$ cat src/include/ebt_pkg.sv
// Purpose: Shared constants and types of the 8-bit event timer
// Assumes: One 32-bit AHB-Lite slave port, word registers
// Notes:   Clock select sits at four times its index
package ebt_pkg;
  // Byte addresses of the word registers
  localparam logic [31:0] OFS_COUNT    = 32'h0000_0000;
  localparam logic [31:0] OFS_MATCH    = 32'h0000_0004;
  localparam logic [31:0] OFS_MODE     = 32'h0000_0008;
  localparam logic [31:0] OFS_STATUS   = 32'h0000_000C;
  localparam logic [31:0] OFS_MASK     = 32'h0000_0010;
  // Clock select indexes, byte address is index times four
  localparam logic [15:0] IDX_CLKSEL_A = 16'hFF6A;
  localparam logic [15:0] IDX_CLKSEL_B = 16'hFF8C;
  // Reset value, mode keep mask and counter top
  localparam logic [7:0]  RST_BYTE     = 8'h00;
  localparam logic [7:0]  MODE_KEEP    = 8'hC3;
  localparam logic [7:0]  CNT_TOP      = 8'hFF;
  // Mode control bit positions
  localparam int MB_EN  = 7;
  localparam int MB_PWM = 6;
  localparam int MB_SET = 3;
  localparam int MB_CLR = 2;
  localparam int MB_LVL = 1;
  localparam int MB_OE  = 0;
  // Status and mask bit positions
  localparam int ST_W     = 2;
  localparam int ST_MATCH = 0;
  localparam int ST_OVF   = 1;
  // Count clock select codes
  localparam logic [2:0] CS_FALL = 3'h0;
  localparam logic [2:0] CS_RISE = 3'h1;
  localparam logic [2:0] CS_FX   = 3'h2;
  localparam logic [2:0] CS_FX2  = 3'h3;
  localparam logic [2:0] CS_MID  = 3'h4;
  localparam logic [2:0] CS_64   = 3'h5;
  localparam logic [2:0] CS_256  = 3'h6;
  localparam logic [2:0] CS_SLOW = 3'h7;
  // Prescaler depth and tap positions (log2 of divisor)
  localparam int PRE_W      = 13;
  localparam int LOG_FX2    = 1;
  localparam int LOG_A_MID  = 2;
  localparam int LOG_B_MID  = 4;
  localparam int LOG_64     = 6;
  localparam int LOG_256    = 8;
  localparam int LOG_A_SLOW = 13;
  localparam int LOG_B_SLOW = 12;
  // Bus slave phases, Gray coded
  typedef enum logic [1:0] {
    BUS_IDLE = 2'h0,
    BUS_HOLD = 2'h1,
    BUS_ANSW = 2'h3
  } ebt_bus_type;
endpackage

$ cat src/design/ebt_event_timer.sv
// Purpose: 8-bit timer / event counter with AHB-Lite registers
// Assumes: One word per register, single word transfers only
// Notes:   INST_B picks the second instance's clock table
//
// Overview of operation
// [RL1] 8-bit read-only counter steps per count clock
// [RL2] Counter clears on reset, stop, match in clear mode
// [RL3] Non-PWM: equality raises the timer interrupt
// [RL4] PWM: overflow activates output, match deactivates
// [RL5] Compare register full range, resets zero
// [RL6] Software keeps compare fixed in clear mode
// [RL7] Software spaces PWM compare writes three clocks
// [RL8] Clock select codes for first instance
// [RL9] Second instance: fx/16 and fx/4096 codes
// [RL10] Clock select byte write, resets to zero
// [RL11] Software stops timer before clock reselect
// [RL12] Software writes zero to upper five bits
// [RL13] Enable bit zero stops and clears counter
// [RL14] Mode bit picks clear mode or PWM
// [RL15] Output enable zero holds pin low
// [RL16] Level bit: toggle enable or PWM polarity
// [RL17] External input synchronised, edge detected
//
// Local design decision: the AHB-Lite slave port.
`timescale 1ns/1ps
`default_nettype none
module ebt_event_timer
  import ebt_pkg::*;
#(
  parameter logic INST_B = 1'b0
) (
  // Clock and reset
  input  wire logic        core_clk,
  input  wire logic        reset,
  // AHB-Lite slave
  input  wire logic        hsel,
  input  wire logic [31:0] haddr,
  input  wire logic [1:0]  htrans,
  input  wire logic        hwrite,
  input  wire logic [2:0]  hsize,
  input  wire logic [31:0] hwdata,
  input  wire logic        hready,
  output logic             hreadyout,
  output logic             hresp,
  output logic [31:0]      hrdata,
  // Timer pins
  input  wire logic        eventInputPin,
  output logic             timerOutputPin,
  // Interrupt
  output logic             matchInterrupt
);
  // Clock select byte address for this instance
  localparam logic [15:0] IDX_CS =
    INST_B ? IDX_CLKSEL_B : IDX_CLKSEL_A;
  localparam logic [31:0] OFS_CLKSEL =
    {14'h0000, IDX_CS, 2'h0};

  // Whole state of the block
  typedef struct packed {
    ebt_bus_type      bst;    // Bus phase
    logic             wr;     // Latched write flag
    logic [31:0]      addr;   // Latched address
    logic             rdy;    // Hready out
    logic [31:0]      rdata;  // Read data
    logic [7:0]       cnt;    // Event counter
    logic [7:0]       match;  // Match value
    logic [7:0]       mode;   // Timer mode control
    logic [7:0]       clksel; // Count clock select
    logic [ST_W-1:0]  stat;   // Sticky events
    logic [ST_W-1:0]  mask;   // Interrupt mask
    logic             toff;   // Timer output flip-flop
    logic             pwmff;  // PWM flip-flop
    logic             pin;    // Timer output pin
    logic             irq;    // Interrupt line
  } ebt_state_type;

  // Reset picture of the state
  localparam ebt_state_type RST_STATE = '{
    bst:    BUS_IDLE,
    wr:     1'b0,
    addr:   32'h0000_0000,
    rdy:    1'b1,
    rdata:  32'h0000_0000,
    cnt:    RST_BYTE,
    match:  RST_BYTE,
    mode:   RST_BYTE,
    clksel: RST_BYTE,
    stat:   '0,
    mask:   '0,
    toff:   1'b0,
    pwmff:  1'b0,
    pin:    1'b0,
    irq:    1'b0
  };

  ebt_state_type     s;
  ebt_state_type     next_s;
  logic [PRE_W:0]    preTick;  // Prescaler taps
  logic              evRise;   // Input rising edge
  logic              evFall;   // Input falling edge
  logic              tick;     // Selected count clock
  logic              run;      // Count enable
  logic              pwm;      // PWM mode
  logic              eq;       // Counter equals match
  logic              wrNow;    // Write lands this cycle
  logic              accept;   // Address phase taken
  logic              matchEv;  // Clear-mode match event
  logic              ovfEv;    // Counter wrap event
  logic              clrStat;  // Status read clears
  logic [31:0]       rdVal;    // Read mux output
  logic [ST_W-1:0]   events;   // Event bits for status

  // Divider of the main oscillator clock
  ebt_prescaler #(
    .W (PRE_W)
  ) u_pre (
    .core_clk (core_clk),
    .reset    (reset),
    .tick     (preTick)
  );

  // Event input edges, two flops deep
  ebt_edge_sync u_edge (
    .core_clk (core_clk),
    .reset    (reset),
    .pinIn    (eventInputPin),
    .rise     (evRise),
    .fall     (evFall)
  );

  assign run = s.mode[MB_EN];
  assign pwm = s.mode[MB_PWM];
  assign eq  = (s.cnt == s.match);
  assign accept = hsel & htrans[1] & hready;
  assign wrNow  = (s.bst == BUS_HOLD) & s.wr;

  // Count clock source; upper select bits ignored
  always_comb begin
    case (s.clksel[2:0])
      CS_FALL: tick = evFall;                       // [RL17]
      CS_RISE: tick = evRise;                       // [RL17]
      CS_FX:   tick = preTick[0];                   // [RL8]
      CS_FX2:  tick = preTick[LOG_FX2];             // [RL8]
      CS_MID:  tick = INST_B ? preTick[LOG_B_MID]   // [RL9]
                             : preTick[LOG_A_MID];  // [RL8]
      CS_64:   tick = preTick[LOG_64];              // [RL8]
      CS_256:  tick = preTick[LOG_256];             // [RL8]
      CS_SLOW: tick = INST_B ? preTick[LOG_B_SLOW]  // [RL9]
                             : preTick[LOG_A_SLOW]; // [RL8]
      default: tick = 1'b0;
    endcase
  end

  // Read mux; unmapped words read zero
  always_comb begin
    rdVal = 32'h0000_0000;
    case (s.addr)
      OFS_COUNT:  rdVal = {24'h000000, s.cnt};
      OFS_MATCH:  rdVal = {24'h000000, s.match};
      OFS_MODE:   rdVal = {24'h000000, s.mode};
      OFS_STATUS: rdVal = {{(32-ST_W){1'b0}}, s.stat};
      OFS_MASK:   rdVal = {{(32-ST_W){1'b0}}, s.mask};
      OFS_CLKSEL: rdVal = {24'h000000, s.clksel};
      default:    rdVal = 32'h0000_0000;
    endcase
  end

  // Next state of bus, counter, output and interrupt
  always_comb begin
    next_s  = s;
    matchEv = 1'b0;
    ovfEv   = 1'b0;
    clrStat = 1'b0;
    // Counter: stop clears, match clears in clear mode
    if (!run) begin
      next_s.cnt   = RST_BYTE;                      // [RL13] [RL2]
      next_s.pwmff = 1'b0;
    end else if (tick) begin
      if (!pwm && eq) begin
        next_s.cnt = RST_BYTE;                      // [RL2] [RL14]
        matchEv    = 1'b1;                          // [RL3]
      end else begin
        next_s.cnt = s.cnt + 8'h01;                 // [RL1]
        ovfEv      = (s.cnt == CNT_TOP);
      end
    end
    // PWM flip-flop: match drops it, overflow wins
    if (run && pwm && eq) begin
      next_s.pwmff = 1'b0;                          // [RL4]
    end
    if (run && pwm && ovfEv) begin
      next_s.pwmff = 1'b1;                          // [RL4]
    end
    // Timer flip-flop toggles on match if enabled
    if (matchEv && s.mode[MB_LVL]) begin
      next_s.toff = ~s.toff;                        // [RL16]
    end
    // Bus phases: one wait cycle, then data
    next_s.rdy = 1'b1;
    case (s.bst)
      BUS_IDLE, BUS_ANSW: begin
        if (accept) begin
          next_s.bst  = BUS_HOLD;
          next_s.wr   = hwrite;
          next_s.addr = haddr;
          next_s.rdy  = 1'b0;
        end else begin
          next_s.bst = BUS_IDLE;
        end
      end
      BUS_HOLD: begin
        next_s.bst = BUS_ANSW;
        if (s.wr) begin
          case (s.addr)
            OFS_MATCH: begin
              next_s.match = hwdata[7:0];           // [RL5]
            end
            OFS_MODE: begin
              next_s.mode = hwdata[7:0] & MODE_KEEP;
              // Set/reset strobes act outside PWM only
              if (!hwdata[MB_PWM] &&
                  hwdata[MB_SET] && !hwdata[MB_CLR]) begin
                next_s.toff = 1'b1;
              end else if (!hwdata[MB_PWM] &&
                  !hwdata[MB_SET] && hwdata[MB_CLR]) begin
                next_s.toff = 1'b0;
              end
            end
            OFS_MASK: begin
              next_s.mask = hwdata[ST_W-1:0];
            end
            OFS_CLKSEL: begin
              next_s.clksel = hwdata[7:0];          // [RL10]
            end
            default: begin
              next_s.wr = 1'b0;  // Counter and unmapped ignore
            end
          endcase
        end else begin
          next_s.rdata = rdVal;
          clrStat      = (s.addr == OFS_STATUS);
        end
      end
      default: begin
        next_s.bst = BUS_IDLE;
      end
    endcase
    // Sticky status: an event beats a read clear
    events           = '0;
    events[ST_MATCH] = matchEv;
    events[ST_OVF]   = ovfEv;
    next_s.stat = (clrStat ? '0 : s.stat) | events;
    next_s.irq  = |(next_s.stat & next_s.mask);     // [RL3]
    // Pin low while output disabled
    if (!next_s.mode[MB_OE]) begin
      next_s.pin = 1'b0;                            // [RL15]
    end else if (next_s.mode[MB_PWM]) begin
      next_s.pin = next_s.pwmff ^ next_s.mode[MB_LVL]; // [RL16]
    end else begin
      next_s.pin = next_s.toff;
    end
  end

  // State register
  always_ff @(posedge core_clk or posedge reset) begin
    if (reset) begin
      s <= RST_STATE;
    end else begin
      s <= next_s;
    end
  end

  // Outputs straight from flops, hresp tied low
  assign hreadyout      = s.rdy;
  assign hresp          = 1'b0;
  assign hrdata         = s.rdata;
  assign timerOutputPin = s.pin;
  assign matchInterrupt = s.irq;
endmodule // ebt_event_timer
`default_nettype wire

$ cat src/design/ebt_prescaler.sv
// Purpose: Free-running divider of the main oscillator clock
// Assumes: Taps are one-cycle pulses every 2**k cycles
// Notes:   Tap 0 is high every cycle
`timescale 1ns/1ps
`default_nettype none
module ebt_prescaler
  import ebt_pkg::*;
#(
  parameter int W = PRE_W
) (
  // Clock and reset
  input  wire logic         core_clk,
  input  wire logic         reset,
  // Divided ticks
  output logic [W:0]        tick
);
  // Whole state of the divider
  typedef struct packed {
    logic [W-1:0] cnt;
    logic [W:0]   tick;
  } ebt_pre_type;

  ebt_pre_type s;
  ebt_pre_type next_s;
  logic [W:0]  allOnes;

  // One tap per stage: low k bits all ones
  assign allOnes[0] = 1'b1;
  for (genvar k = 1; k <= W; k++) begin : g_tap
    assign allOnes[k] = &s.cnt[k-1:0];
  end

  // Next divider state
  always_comb begin
    next_s      = s;
    next_s.cnt  = s.cnt + {{(W-1){1'b0}}, 1'b1};
    next_s.tick = allOnes;
  end

  // State register
  always_ff @(posedge core_clk or posedge reset) begin
    if (reset) begin
      s <= '0;
    end else begin
      s <= next_s;
    end
  end

  assign tick = s.tick;
endmodule // ebt_prescaler
`default_nettype wire

$ cat src/design/ebt_edge_sync.sv
// Purpose: Synchroniser and edge detector for the event input
// Assumes: Input pulses last more than two clock cycles
// Notes:   Edges come out two to three cycles late
`timescale 1ns/1ps
`default_nettype none
module ebt_edge_sync (
  // Clock and reset
  input  wire logic core_clk,
  input  wire logic reset,
  // Raw pin and detected edges
  input  wire logic pinIn,
  output logic      rise,
  output logic      fall
);
  // Whole state of the detector
  typedef struct packed {
    logic meta;
    logic sync;
    logic prev;
    logic rise;
    logic fall;
  } ebt_edge_type;

  ebt_edge_type s;
  ebt_edge_type next_s;

  // Only the second stage looks at the first
  always_comb begin
    next_s      = s;
    next_s.meta = pinIn;
    next_s.sync = s.meta;
    next_s.prev = s.sync;
    next_s.rise = s.sync & ~s.prev;
    next_s.fall = ~s.sync & s.prev;
  end

  // State register
  always_ff @(posedge core_clk or posedge reset) begin
    if (reset) begin
      s <= '0;
    end else begin
      s <= next_s;
    end
  end

  assign rise = s.rise;
  assign fall = s.fall;
endmodule // ebt_edge_sync
`default_nettype wire

$ cat config.mk
export PLATFORM = sky130hd
export DESIGN_NAME = ebt_event_timer
export DESIGN_NICKNAME = d
export VERILOG_FILES = /design/src/include/ebt_pkg.sv /design/src/design/ebt_event_timer.sv /design/src/design/ebt_prescaler.sv /design/src/design/ebt_edge_sync.sv
export SDC_FILE = /design/constraint.sdc
export NUM_CORES = 1
export LEC_CHECK = 0
export BUFFER_PORTS_ARGS = -buffer_cell sky130_fd_sc_hd__buf_4
export CAP_MARGIN = 5
export CORE_MARGIN = 1
export CORE_UTILIZATION = 50
export DETAILED_ROUTE_END_ITERATION = 6
export GPL_ROUTABILITY_DRIVEN = 0
export PLACE_DENSITY = 0.75
export SLEW_MARGIN = 5
export SYNTH_ARGS = -nofsm -noshare
export SYNTH_HDL_FRONTEND = slang
export SYNTH_SLANG_ARGS = --single-unit
$ cat constraint.sdc
create_clock -name core_clk -period 7.78 [get_ports core_clk]
set_clock_uncertainty 0.2 [all_clocks]
set_input_delay 0.389 -clock core_clk [delete_from_list [all_inputs] [get_ports core_clk]]
set_output_delay 0.389 -clock core_clk [all_outputs]
set_load 0.005 [all_outputs]
==> impl_results.md <==
* Status: complete, no violations
* Sequential cell area at 2604 µm²
* Slew Limit Fails at 0
* Slew margin rel. at 43.83%
* Routed wl met2 at 4549 µm
* DP HPWL at 6641 µm
* IO Count at 111
* M1 WL at 3985 µm
* Initial antenna violation count at 0
* Unrepaired setup endpoints after global routing: no
* Final TNS setup at 0 ns
* CTS root buf: clkbuf_8
* Max-Cap Viols at 0
* Post-synth ARST share at 100.0%
* Share of the synthesized area in the top cell type at 53.31%
* Routed len/inst at 15.90 µm
* DRT iter0 DRCs at 167
* Crit share post-route at 43.19%
* Setup crit start kind: flop
* Hold Buf Count CTS at 2
* Placement Rows at 35
* Via count at 3144
* First-pass GRT wire length at 14990 µm
* Initial core utilization at 52.08%
* Crit path max fanout at 11
* Largest stage delay on the critical path at 0.77 ns
* Fillers at 785
* CTS tree: built
* Slowest cell on the critical path: nor4_4
* VDD IR-drop max at 0.1625 mV
* Share of layout cells above drive strength 1 at 32.82%
* Minimum hold slack at 0.03032 ns
* Leakage at 2.592 nW
* Number of setup violations in the final report at 0
* Largest delay contributor family on the critical path: simple AND/OR/NAND/NOR gates
* Chip width at 100.3 µm
* # DRC at 0
* Synth area leaders: dfrtp_1 53%, mux2_2 13%, buf_4 5.4%
* CTS buffer count at 9
* Area leader, netlist: dfrtp_1
* Critical path buffer and inverter count at 0
* Drt via density at 5.421
* Post-synth top cells: 103 x dfrtp_1, 55 x mux2_2, 35 x buf_4, 23 x nand2_1, 16 x nand3_1
* Final nets at 525
* Clk sink count at 104
* Synthesized area at 4835 µm²
* Cells after synthesis at 391
* Reg clk slew, reported paths at 0.11 ns
* Final hold vios at 0
* Max Fclk at 0.2976 GHz
* Max Root-Sink Buffers at 2
* Antenna diodes at 0
* Final ANT Viol Nets at 0
* Gates resized, CTS repair at 0
* DRT Pass-1 Iters at 4
* Clock latency on the worst-skew pair at 0.38 ns
* Worst slew pin tran at 0.8425 ns
* Grt total ovfl at 0
* Pwr Density at 234.3 nW/µm²
* Avg Inst Size Synth at 12.36 µm²
* Cell Chain, Critical Path: or4_4 > nor4_4 > nand2_4 > nor4_4 > nand3_2 > mux2_2
* Post-synthesis sequential area ratio at 53.86%
* Ys flop type: dfrtp_1
* Total Wirelength at 9224 µm
* Largest net degree at the start of global routing at 68
* CP arrival at 3.42 ns
* Met3 wire len at 468 µm
* H-tree levels at 3
* Crit path capture type: flop
* Port buffer count at 57
* Max Used Layer: met4
* Die footprint at 10070 µm²
* Post-synth EDFFs at 0
* Die height at 100.3 µm
* Gr usage total at 19.54%
* CP dominant cell by count: nor4_4
* Worst EP required at 7.84 ns
* Core area at 9284 µm²
* Min cycle time layout at 3.360 ns
* WS Path Type: flop to flop
* Worst Hold Class: input pin to flop
* Distinct cells, synth at 55
* Area Overhead vs Synth at 12.91%
* Post-CTS setup buffers at 0
* Count leader, synth: dfrtp_1
* FF+latch count, synth at 104
* Multi-input logic area at 1981 µm²
* Vias in the first global route at 3160
* Ys Warns at 0
[path summary, 6_finish.rpt]
| kind | startpoint | slack (ns) | to | cells past startpoint |
|---|---|---|---|---|
| setup reg to reg | s[73] | 4.42 | s[15] | 6 |
| hold reg to reg | u_edge.next_s[3] | 0.16 | u_edge.next_s[2] | 0 |
| min in group asynchronous | reset | 0.37 | s[74] | 3 |
| setup / recovery | s[73] | 4.42 | s[15] | 6 |
| max in group asynchronous | reset | 5.78 | matchInterrupt | 4 |
| hold / removal | haddr[31] | 0.03 | s[104] | 2 |
[cells in the final DEF (no fill, tap or decap), drive strengths merged, types with 4 or more instances in the layout]
cell type and n:
nand2 24, inv 14, ha 4, o21ai 13, conb 26, clkbuf 10, nor4 8, and3 8
nor3 5, nand4 7, mux2 55, a222oi 6, xor2 14, dfrtp 103, nand3 17, or4 4
nor2 17, buf 59, xnor2 15
[worst reg2reg max path, stage by stage, from the launching register on]
cell	delay, ns
dfrtp_1	0.40
or4_4	0.54
nor4_4	0.38
nand2_4	0.16
nor4_4	0.77
nand3_2	0.41
mux2_2	0.39
[routing by layer]
metal  track usage [%]  vias to the layer above
li1                  -                     1453
met1             25.19                     1560
met2             31.82                      109
met3             4.805                       22
met4             7.804                        0
met5                 0                        -
[stage by stage]
| stage | area (µm²) | power [mW] | instances | setup WS (ns) | utilization [%] |
|---|---|---|---|---|---|
| global placement | 5229 | 0.9319 | 562 | 4.532 | 56.32 |
| detailed placement | 5229 | 0.9498 | 562 | 4.484 | 56.32 |
| CTS | 5459 | 1.288 | 580 | 4.454 | 58.80 |
| floorplan | 4925 | 0.8916 | 415 | 4.460 | - |
| global route | 5459 | 1.345 | 580 | 4.271 | 58.80 |
| finish | 5459 | 1.279 | 580 | 4.420 | 58.80 |
[flip-flops by register name, indices dropped and copies added, names as in the netlist]
name and cells:
u_edge.s 1, u_edge.fall 1, hrdata 8, u_edge.rise 1, pwm 1, u_edge.next_s 2
hreadyout 1, run 1, u_pre.s 12, matchInterrupt 1, u_pre.allOnes 1, timerOutputPin 1
s 67, u_pre.tick 6
[report_power, final]
group / switching, mW / internal (mW) / total, mW / leakage, nW
Sequential: 0.0850 / 0.636 / 0.721 / 1.32
Combinational: 0.0896 / 0.130 / 0.220 / 1.17
Clock: 0.201 / 0.137 / 0.338 / 0.107
Total: 0.375 / 0.904 / 1.28 / 2.59
[logic make-up after synthesis]
| family | after synthesis | share of synthesized area, % |
|---|---|---|
| DFF | 104 | 53.86 |
| and+or+nand+nor | 103 | 12.58 |
| muxes | 60 | 14.52 |
| buffers and inverters | 51 | 7.039 |
| AOI/OAI and AO/OA | 38 | 5.564 |
| xor gates and xnor gates | 29 | 5.254 |
| adders and majority gates | 4 | 1.035 |
| other | 2 | 0.1553 |
[layout make-up]
type,count,area share [%]
clock buffers,10,2.521
multi-input cells,260,36.28
inverters,10,0.7334
repair buffers,61,8.480
well taps,129,2.957
clock inverters,6,1.329
flip-flops and latches,104,47.70
Note: power is estimated with default switching activity, not from simulation.
